[config.mk]
export PLATFORM = sky130hd
export DESIGN_NAME = sl_link_top
export DESIGN_NICKNAME = d
export VERILOG_FILES = /design/src/design/sl_pkg.sv /design/src/design/sl_link_top.sv
export SDC_FILE = /design/constraint.sdc
export NUM_CORES = 1
export LEC_CHECK = 0
export BUFFER_PORTS_ARGS = -buffer_cell sky130_fd_sc_hd__buf_4
export CORE_MARGIN = 2
export CORE_UTILIZATION = 51
export CTS_BUF_LIST = sky130_fd_sc_hd__clkbuf_4
export CTS_CLUSTER_DIAMETER = 120
export CTS_CLUSTER_SIZE = 30
export DETAILED_ROUTE_END_ITERATION = 8
export PLACE_DENSITY = 0.82
export SLEW_MARGIN = 20
export SYNTH_ARGS = -nofsm -noshare
export SYNTH_HDL_FRONTEND = slang
export SYNTH_SLANG_ARGS = --single-unit
[constraint.sdc]
create_clock -name clk -period 5.2 [get_ports clk]
set_clock_uncertainty 0.15 [all_clocks]
set_input_delay 0.52 -clock clk [delete_from_list [all_inputs] [get_ports clk]]
set_output_delay 0.52 -clock clk [all_outputs]
set_load 0.005 [all_outputs]
[src/design/sl_pkg.sv]
package sl_pkg;

	// link geometry
	localparam int NUM_LANES = 4;
	localparam int NUM_SLOTS = 7;
	localparam int WORD_W = 28;
	localparam int SLOT_W = 3;
	localparam logic [SLOT_W-1:0] LAST_SLOT = 3'h6;
	// forwarded clock stays high for the first slots of a frame
	localparam logic [SLOT_W-1:0] FCLK_HIGH_SLOTS = 3'h4;
	// receiver word clock high time in cycles
	localparam logic [2:0] WCLK_HIGH_CYCLES = 3'h4;

	// pll lock interval
	localparam int CLK_FREQ_HZ = 50_000_000;
	localparam int LOCK_TIME_MS = 10;
	localparam int LOCK_CYCLES_DFLT = LOCK_TIME_MS * (CLK_FREQ_HZ / 1000);
	localparam int LOCK_CNT_W = 20;

	// reset values
	localparam logic [WORD_W-1:0] WORD_RST = 28'h0000000;
	localparam logic [NUM_LANES-1:0] LANES_RST = 4'h0;
	localparam logic [LOCK_CNT_W-1:0] LOCK_CNT_RST = 20'h00000;

	// differential data lanes with a shared enable
	typedef struct packed {
		logic [NUM_LANES-1:0] p;
		logic [NUM_LANES-1:0] n;
		logic oe;
	} sl_lane_pair_t;

	// differential clock pair with enable
	typedef struct packed {
		logic p;
		logic n;
		logic oe;
	} sl_clk_pair_t;

	// differential inputs
	typedef struct packed {
		logic [NUM_LANES-1:0] p;
		logic [NUM_LANES-1:0] n;
	} sl_lane_in_t;

	typedef struct packed {
		logic p;
		logic n;
	} sl_clk_in_t;

	// whole block state
	typedef struct packed {
		logic tx_clk_s1;
		logic tx_clk_s2;
		logic tx_clk_s3;
		logic [WORD_W-1:0] tx_data_s1;
		logic [WORD_W-1:0] tx_data_s2;
		logic tx_pd_s1;
		logic tx_pd_s2;
		logic [LOCK_CNT_W-1:0] tx_lock_cnt;
		logic tx_locked;
		logic [WORD_W-1:0] tx_word;
		logic [SLOT_W-1:0] tx_slot;
		logic tx_busy;
		logic [NUM_LANES-1:0] tx_lane;
		logic tx_fclk;
		logic rx_clk_s1;
		logic rx_clk_s2;
		logic rx_clk_s3;
		logic [NUM_LANES-1:0] rx_lane_s1;
		logic [NUM_LANES-1:0] rx_lane_s2;
		logic rx_pd_s1;
		logic rx_pd_s2;
		logic [LOCK_CNT_W-1:0] rx_lock_cnt;
		logic rx_locked;
		logic [WORD_W-1:0] rx_shift;
		logic [SLOT_W-1:0] rx_slot;
		logic rx_busy;
		logic [WORD_W-1:0] rx_data;
		logic [2:0] rx_wcnt;
		logic rx_wclk;
	} sl_state_t;

endpackage

[src/design/sl_link_top.sv]
// Contract
// The transmitter takes the whole parallel word on each rising edge of its word clock.
// The transmitter sends the word over four differential lanes with true and complement.
// The transmitter forwards its frame clock on a dedicated differential pair.
// A low transmit power-down input floats every serial data and clock output.
// The receiver rebuilds the parallel word from its four differential lanes.
// The receiver uses the forwarded clock as the timing reference for its lanes.
// The receiver raises its word clock only while the rebuilt word is steady.
// A low receive power-down input forces every parallel output low.
// Each lane carries seven slots per forwarded clock period.
// Outputs stay quiet until the lock interval has run after power-down is released.
// When the forwarded clock stops, the parallel outputs keep their last values.
// Bit lane*7+slot travels in that lane and slot on both ends, slot 0 first.
`timescale 1ns/1ps

module sl_link_top
	import sl_pkg::*;
#(
	parameter int LOCK_CYCLES = LOCK_CYCLES_DFLT
)
(
	input wire logic clk,
	input wire logic rst_n,
	input wire logic [WORD_W-1:0] tx_parallel_data_in,
	input wire logic tx_word_clock_in,
	input wire logic tx_power_down_n,
	output sl_lane_pair_t tx_serial_lane_out,
	output sl_clk_pair_t tx_forwarded_clock_out,
	input wire sl_lane_in_t rx_serial_lane_in,
	input wire sl_clk_in_t rx_forwarded_clock_in,
	input wire logic rx_power_down_n,
	output logic [WORD_W-1:0] rx_parallel_data_out,
	output logic rx_word_clock_out
);

	localparam logic [LOCK_CNT_W-1:0] LOCK_LAST = LOCK_CNT_W'(LOCK_CYCLES - 1);

	sl_state_t s_q;
	sl_state_t s_d;
	logic tx_edge;
	logic tx_start;
	logic rx_edge;
	logic rx_start;
	logic rx_done;
	logic [NUM_LANES-1:0] rx_lane_bits;
	logic rx_clk_bit;
	logic [WORD_W-1:0] rx_word_next;

	// differential receivers
	assign rx_lane_bits = rx_serial_lane_in.p & ~rx_serial_lane_in.n;
	assign rx_clk_bit = rx_forwarded_clock_in.p & ~rx_forwarded_clock_in.n;

	// edge detection on synchronised clocks
	assign tx_edge = s_q.tx_clk_s2 & ~s_q.tx_clk_s3;
	assign tx_start = tx_edge & s_q.tx_locked & s_q.tx_pd_s2;
	assign rx_edge = s_q.rx_clk_s2 & ~s_q.rx_clk_s3;
	assign rx_start = rx_edge & s_q.rx_locked & s_q.rx_pd_s2;
	assign rx_done = s_q.rx_busy & (s_q.rx_slot == LAST_SLOT) & ~rx_start;

	// receive slot deposit, one bit per lane
	always_comb
	begin
		rx_word_next = s_q.rx_shift;
		for (int l = 0; l < NUM_LANES; l++)
		begin
			if (rx_start)
				rx_word_next[l*NUM_SLOTS] = s_q.rx_lane_s2[l];
			else if (s_q.rx_busy)
				rx_word_next[l*NUM_SLOTS + int'(s_q.rx_slot)] = s_q.rx_lane_s2[l];
		end
	end

	// next state
	always_comb
	begin
		s_d = s_q; // rebuilt word holds unless a frame completes or receive power-down clears it
		// pin synchronisers
		s_d.tx_clk_s1 = tx_word_clock_in;
		s_d.tx_clk_s2 = s_q.tx_clk_s1;
		s_d.tx_clk_s3 = s_q.tx_clk_s2;
		s_d.tx_data_s1 = tx_parallel_data_in;
		s_d.tx_data_s2 = s_q.tx_data_s1;
		s_d.tx_pd_s1 = tx_power_down_n;
		s_d.tx_pd_s2 = s_q.tx_pd_s1;
		s_d.rx_clk_s1 = rx_clk_bit;
		s_d.rx_clk_s2 = s_q.rx_clk_s1;
		s_d.rx_clk_s3 = s_q.rx_clk_s2;
		s_d.rx_lane_s1 = rx_lane_bits;
		s_d.rx_lane_s2 = s_q.rx_lane_s1;
		s_d.rx_pd_s1 = rx_power_down_n;
		s_d.rx_pd_s2 = s_q.rx_pd_s1;

		// lock timers, restarted by power-down
		if (!s_q.tx_pd_s2)
		begin
			s_d.tx_lock_cnt = LOCK_CNT_RST;
			s_d.tx_locked = 1'b0;
		end
		else if (!s_q.tx_locked)
		begin
			s_d.tx_lock_cnt = s_q.tx_lock_cnt + 1'b1;
			s_d.tx_locked = (s_q.tx_lock_cnt == LOCK_LAST);
		end
		if (!s_q.rx_pd_s2)
		begin
			s_d.rx_lock_cnt = LOCK_CNT_RST;
			s_d.rx_locked = 1'b0;
		end
		else if (!s_q.rx_locked)
		begin
			s_d.rx_lock_cnt = s_q.rx_lock_cnt + 1'b1;
			s_d.rx_locked = (s_q.rx_lock_cnt == LOCK_LAST);
		end

		// transmit framing: slot 0 goes out with the forwarded clock rise
		if (tx_start)
		begin
			s_d.tx_word = s_q.tx_data_s2;
			s_d.tx_slot = 3'h1;
			s_d.tx_busy = 1'b1;
			s_d.tx_fclk = 1'b1;
			for (int l = 0; l < NUM_LANES; l++)
				s_d.tx_lane[l] = s_q.tx_data_s2[l*NUM_SLOTS];
		end
		else if (s_q.tx_busy && s_q.tx_locked && s_q.tx_pd_s2)
		begin
			s_d.tx_slot = s_q.tx_slot + 1'b1;
			s_d.tx_busy = (s_q.tx_slot != LAST_SLOT);
			s_d.tx_fclk = (s_q.tx_slot < FCLK_HIGH_SLOTS);
			for (int l = 0; l < NUM_LANES; l++)
				s_d.tx_lane[l] = s_q.tx_word[l*NUM_SLOTS + int'(s_q.tx_slot)];
		end
		else
		begin
			s_d.tx_busy = 1'b0;
			s_d.tx_fclk = 1'b0;
			s_d.tx_lane = LANES_RST;
		end

		// receive framing and word strobe
		s_d.rx_shift = rx_word_next;
		if (rx_start)
		begin
			s_d.rx_slot = 3'h1;
			s_d.rx_busy = 1'b1;
		end
		else if (s_q.rx_busy)
		begin
			s_d.rx_slot = s_q.rx_slot + 1'b1;
			s_d.rx_busy = !rx_done;
		end
		if (!s_q.rx_pd_s2)
		begin
			s_d.rx_busy = 1'b0;
			s_d.rx_data = WORD_RST;
			s_d.rx_wcnt = 3'h0;
		end
		else if (rx_done)
		begin
			s_d.rx_data = rx_word_next;
			s_d.rx_wcnt = WCLK_HIGH_CYCLES;
		end
		else if (s_q.rx_wcnt != 3'h0)
			s_d.rx_wcnt = s_q.rx_wcnt - 1'b1;
		// strobe rises a cycle after the word changes
		s_d.rx_wclk = (s_q.rx_wcnt != 3'h0) & s_q.rx_pd_s2;
	end

	// state register
	always_ff @(posedge clk)
	begin
		if (!rst_n)
			s_q <= '0;
		else
			s_q <= s_d;
	end

	// pin drivers
	always_comb
	begin
		tx_serial_lane_out.oe = s_q.tx_pd_s2;
		tx_serial_lane_out.p = s_q.tx_lane;
		tx_serial_lane_out.n = ~s_q.tx_lane;
		tx_forwarded_clock_out.oe = s_q.tx_pd_s2;
		tx_forwarded_clock_out.p = s_q.tx_fclk;
		tx_forwarded_clock_out.n = ~s_q.tx_fclk;
	end
	assign rx_parallel_data_out = s_q.rx_data;
	assign rx_word_clock_out = s_q.rx_wclk;
endmodule

==> flow_summary.ini <==
[worst_setup_path]
timing.setup.critical_path_class = flip-flop to flip-flop
worst_path_max_delay_cell = sky130_fd_sc_hd__dfxtp_1
crit_arrival_ns = 3.58
worstPathRequired_ns = 5.63
start_kind = flip-flop
worstPathMaxFanout = 18
critical_path.cell_chain = inv_1, ha_1, mux4_2, and3_1, o41ai_1, nand2_1
endpoint_kind = flip-flop
cp_slowest_stage_delay_ns = 0.87

[flow_run]
max_cap_violations = 0

[yosys]
syn-num-nets = 1056
average_instance_area_after_synthesis_um2 = 9.29
number_of_synthesized_flops_with_an_enable_pin = 0
yosys.cell_types.count = 64
synthesis.instances = 990
postSynthRegisterBits = 217
synth_seq_area_share_pct = 47.2
synth_top_cell_by_area = sky130_fd_sc_hd__dfxtp_1
ys_top_cells_by_area = sky130_fd_sc_hd__dfxtp_1, sky130_fd_sc_hd__and2_1, sky130_fd_sc_hd__nand2_1
ys.flop_type = sky130_fd_sc_hd__dfxtp_1
synth_top_area_share_pct = 47.2
synthesis.yosys.warnings = 0
synthArstFlopShare_pct = 0
cell_area_after_synthesis_um2 = 9200

[pwr]
combPwrFrac_pct = 4.0
internal_power_mw = 1.86
cellPowerDensity_nw_per_um2 = 235
pwr-share-seq_pct = 71.4
clkPwrFrac_pct = 24.6
switching_share_pct = 22.0
peakVddDrop_mv = 0.249
p_sw_mw = 0.526
total_power_mw = 2.39
static-leakage-power_nw = 3.85

[place]
portBuffers = 83
place.detailed.hpwl_mm = 12.4
gpl.final_weighted_congestion = 0.955
placedCellCount = 1218
dp_worst_setup_slack_ns = 2.06

[layout]
final_net_count = 1109
post_route_cells_drive_above_1_share_pct = 13.1
layout.cells.non_filler = 1272
area_growth_pct = 10.6
layout.core_utilization_pct = 57.0

[detailed_routing]
totalWireLength_mm = 18.7
vias = 6909
firstDrtPassIters = 5
drc = 0
avgRoutedWirePerCell_um = 14.7
detail-route-antenna-nets = 0
detail_route.vias_per_cell = 5.43
drt_first_iter_violations = 536

[clock_network]
cts-root-buf = sky130_fd_sc_hd__clkbuf_4
ctsResizeCount = 0
worst_setup_hold_path_clk_slew_ns = 0.28
cts_post_setup_buffers_inserted = 0
number_of_buffers_added_by_the_clock_tree_synthesis_step = 11
clock_insertion_delay_worst_skew_ns = 0.64
clock_sinks = 217
clockBufferDepth = 3
h-tree-depth = 1
cts_tree = yes

[sta]
timing.final.ws_setup_ns = 2.05
grt_setup_unrepaired = false
slew_violations = 0
setup-violations-final = 0
timing_worst_slew_pin_value_ns = 1.00
fin_setup_tns_ns = 0
min_period_ns = 3.15
max_clock_freq_ghz = 0.317
layout_worst_path_cycle_share_pct = 60.6
relSlewSlack_pct = 32.8
hold_viol = 0

[floorplanning]
die_area_um2 = 19100
core_area_um2 = 17800
placementRows = 49
fp.dieW_um = 138
die_h_um = 138
ios = 84
initial_core_util_pct = 51.6

[run_status]
status = finished clean

[global_route]
grt.total_usage_pct = 18.9
antenna_found_initial = 1
grt.overflow.total = 0
first_global_vias = 6470
maximum_number_of_pins_on_one_net_before_global_route_repair = 95
grt_pass1_wl_mm = 31.2

[worst_hold_path]
hold_path_class = flip-flop to flip-flop
==> state kept, by name, summed over array words and instances (netlist names) <==
register                count
tx_serial_lane_out          4
rx_word_clock_out           1
tx_forwarded_clock_out      2
s_d                        38
rx_parallel_data_out       28
s_q                       144
==> synth_stat cells (6+ instances only) <==
| cell type | number |
|---|---|
| sky130_fd_sc_hd__mux4_2 | 9 |
| sky130_fd_sc_hd__mux2i_1 | 30 |
| sky130_fd_sc_hd__a31oi_1 | 8 |
| sky130_fd_sc_hd__o21ai_0 | 29 |
| sky130_fd_sc_hd__or3_1 | 8 |
| sky130_fd_sc_hd__buf_2 | 14 |
| sky130_fd_sc_hd__xnor2_1 | 20 |
| sky130_fd_sc_hd__nor3_1 | 9 |
| sky130_fd_sc_hd__mux2_2 | 8 |
| sky130_fd_sc_hd__nand4_1 | 10 |
| sky130_fd_sc_hd__nand2_1 | 122 |
| sky130_fd_sc_hd__a32o_1 | 7 |
| sky130_fd_sc_hd__nor2b_1 | 7 |
| sky130_fd_sc_hd__and3_1 | 11 |
| sky130_fd_sc_hd__clkbuf_1 | 38 |
| sky130_fd_sc_hd__nand4b_1 | 6 |
| sky130_fd_sc_hd__ha_1 | 23 |
| sky130_fd_sc_hd__dfxtp_1 | 217 |
| sky130_fd_sc_hd__nor4_1 | 6 |
| sky130_fd_sc_hd__inv_1 | 23 |
| sky130_fd_sc_hd__a21oi_1 | 62 |
| sky130_fd_sc_hd__a22o_1 | 7 |
| sky130_fd_sc_hd__nor2_1 | 71 |
| sky130_fd_sc_hd__nand3_1 | 39 |
| sky130_fd_sc_hd__buf_4 | 35 |
| sky130_fd_sc_hd__and2_1 | 78 |
| sky130_fd_sc_hd__xor2_1 | 18 |
==> power by group through the flow <==
stage / Sequential, mW / Combinational [mW] / Clock, mW
finish: 1.71 / 0.0964 / 0.587
global route: 1.71 / 0.106 / 0.661
detailed placement: 1.74 / 0.0716 / 0
CTS: 1.71 / 0.0951 / 0.611
floorplan: 1.73 / 0.0394 / 0
global placement: 1.74 / 0.0700 / 0
==> kinds of logic (layout without fill, tap and decap cells) <==
family | Yosys count | after routing | synth area share (%)
xor+xnor | 40 | 40 | 3.97
other cells | 0 | 1 | 0
mux | 47 | 47 | 6.45
fa+ha+maj | 23 | 23 | 3.13
flops | 217 | 217 | 47.2
compound gates | 146 | 146 | 9.68
simple gates | 403 | 403 | 23.0
buf+inv | 114 | 166 | 6.51
==> routing by layer <==
metal / up-vias / GRT usage (%) / wire length, um
li1: 3417 / - / -
met2: 222 / 32.0 / 8960
met4: 0 / 5.42 / 364
met5: - / 0 / 0
met1: 3236 / 25.4 / 8250
met3: 34 / 2.63 / 1100
==> what timing repair did <==
action                                 CTS  global route
endpoints found under the hold margin   36             0
hold buffers                            41             0
setup endpoints to repair                0             0
==> worst paths after layout <==
kind | startpoint | slack (ns) | end | cells after the start
setup / recovery | s_q[104] | 2.05 | tx_serial_lane_out[8] | 6
hold reg to reg | s_d[185] | 0.25 | s_q[185] | 1
setup reg to reg | s_q[104] | 2.05 | tx_serial_lane_out[8] | 6
hold / removal | s_d[185] | 0.25 | s_q[185] | 1
==> area by class of cell <==
| cell class | count | area, um2 |
|---|---|---|
| diodes | 1 | 2.50 |
| clock buffers | 11 | 82.6 |
| clock inverters | 1 | 30.0 |
| fillers | 1524 | 7660 |
| inverters | 23 | 86.3 |
| multi-input cells | 659 | 4260 |
| flip-flops and latches | 217 | 4340 |
| well taps | 229 | 287 |
| repair buffers | 131 | 1090 |
==> stage by stage <==
stage,hold slack (ns),cell area (um2)
after floorplan,0.262,9200
after detailed placement,0.267,9650
after global routing,0.230,10200
after global placement,0.266,9650
after CTS,0.220,10200
final,0.250,10200
==> worst max-delay path, delay by kind of cell (launching register included) <==
kind                     cells  cell delay (ns)
AND/OR/NAND/NOR              2             0.27
flip-flops                   1             0.87
buffers and inverters        1             0.28
AO/OA/AOI/OAI                1             0.30
multiplexers                 1             0.56
adder cells (fa/ha/maj)      1             0.67
==> layout by cell type (no fill, tap or decap), types with 4 or more instances in the layout <==
cell	instances
sky130_fd_sc_hd__nand4b_1	6
sky130_fd_sc_hd__nor3b_1	5
sky130_fd_sc_hd__dfxtp_1	217
sky130_fd_sc_hd__nor2b_1	7
sky130_fd_sc_hd__and3_1	11
sky130_fd_sc_hd__xor2_1	18
sky130_fd_sc_hd__dlygate4sd3_1	41
sky130_fd_sc_hd__nor4_1	6
sky130_fd_sc_hd__buf_4	90
sky130_fd_sc_hd__nand4_1	10
sky130_fd_sc_hd__nand2b_1	5
sky130_fd_sc_hd__inv_1	23
sky130_fd_sc_hd__nand3_1	39
sky130_fd_sc_hd__a31oi_1	8
sky130_fd_sc_hd__a32o_1	7
sky130_fd_sc_hd__nand2_1	122
sky130_fd_sc_hd__a211oi_1	5
sky130_fd_sc_hd__nor3_1	9
sky130_fd_sc_hd__mux2i_1	30
sky130_fd_sc_hd__o21ai_0	29
sky130_fd_sc_hd__xnor2_1	20
sky130_fd_sc_hd__nor2_1	70
sky130_fd_sc_hd__clkbuf_4	11
sky130_fd_sc_hd__ha_1	23
sky130_fd_sc_hd__nor4b_1	4
sky130_fd_sc_hd__a22o_1	7
sky130_fd_sc_hd__mux4_2	9
sky130_fd_sc_hd__a21oi_1	62
sky130_fd_sc_hd__or3_1	8
sky130_fd_sc_hd__and2_1	78
sky130_fd_sc_hd__o21ai_1	4
sky130_fd_sc_hd__mux2_2	8
Power figures use the tool's default switching activity.
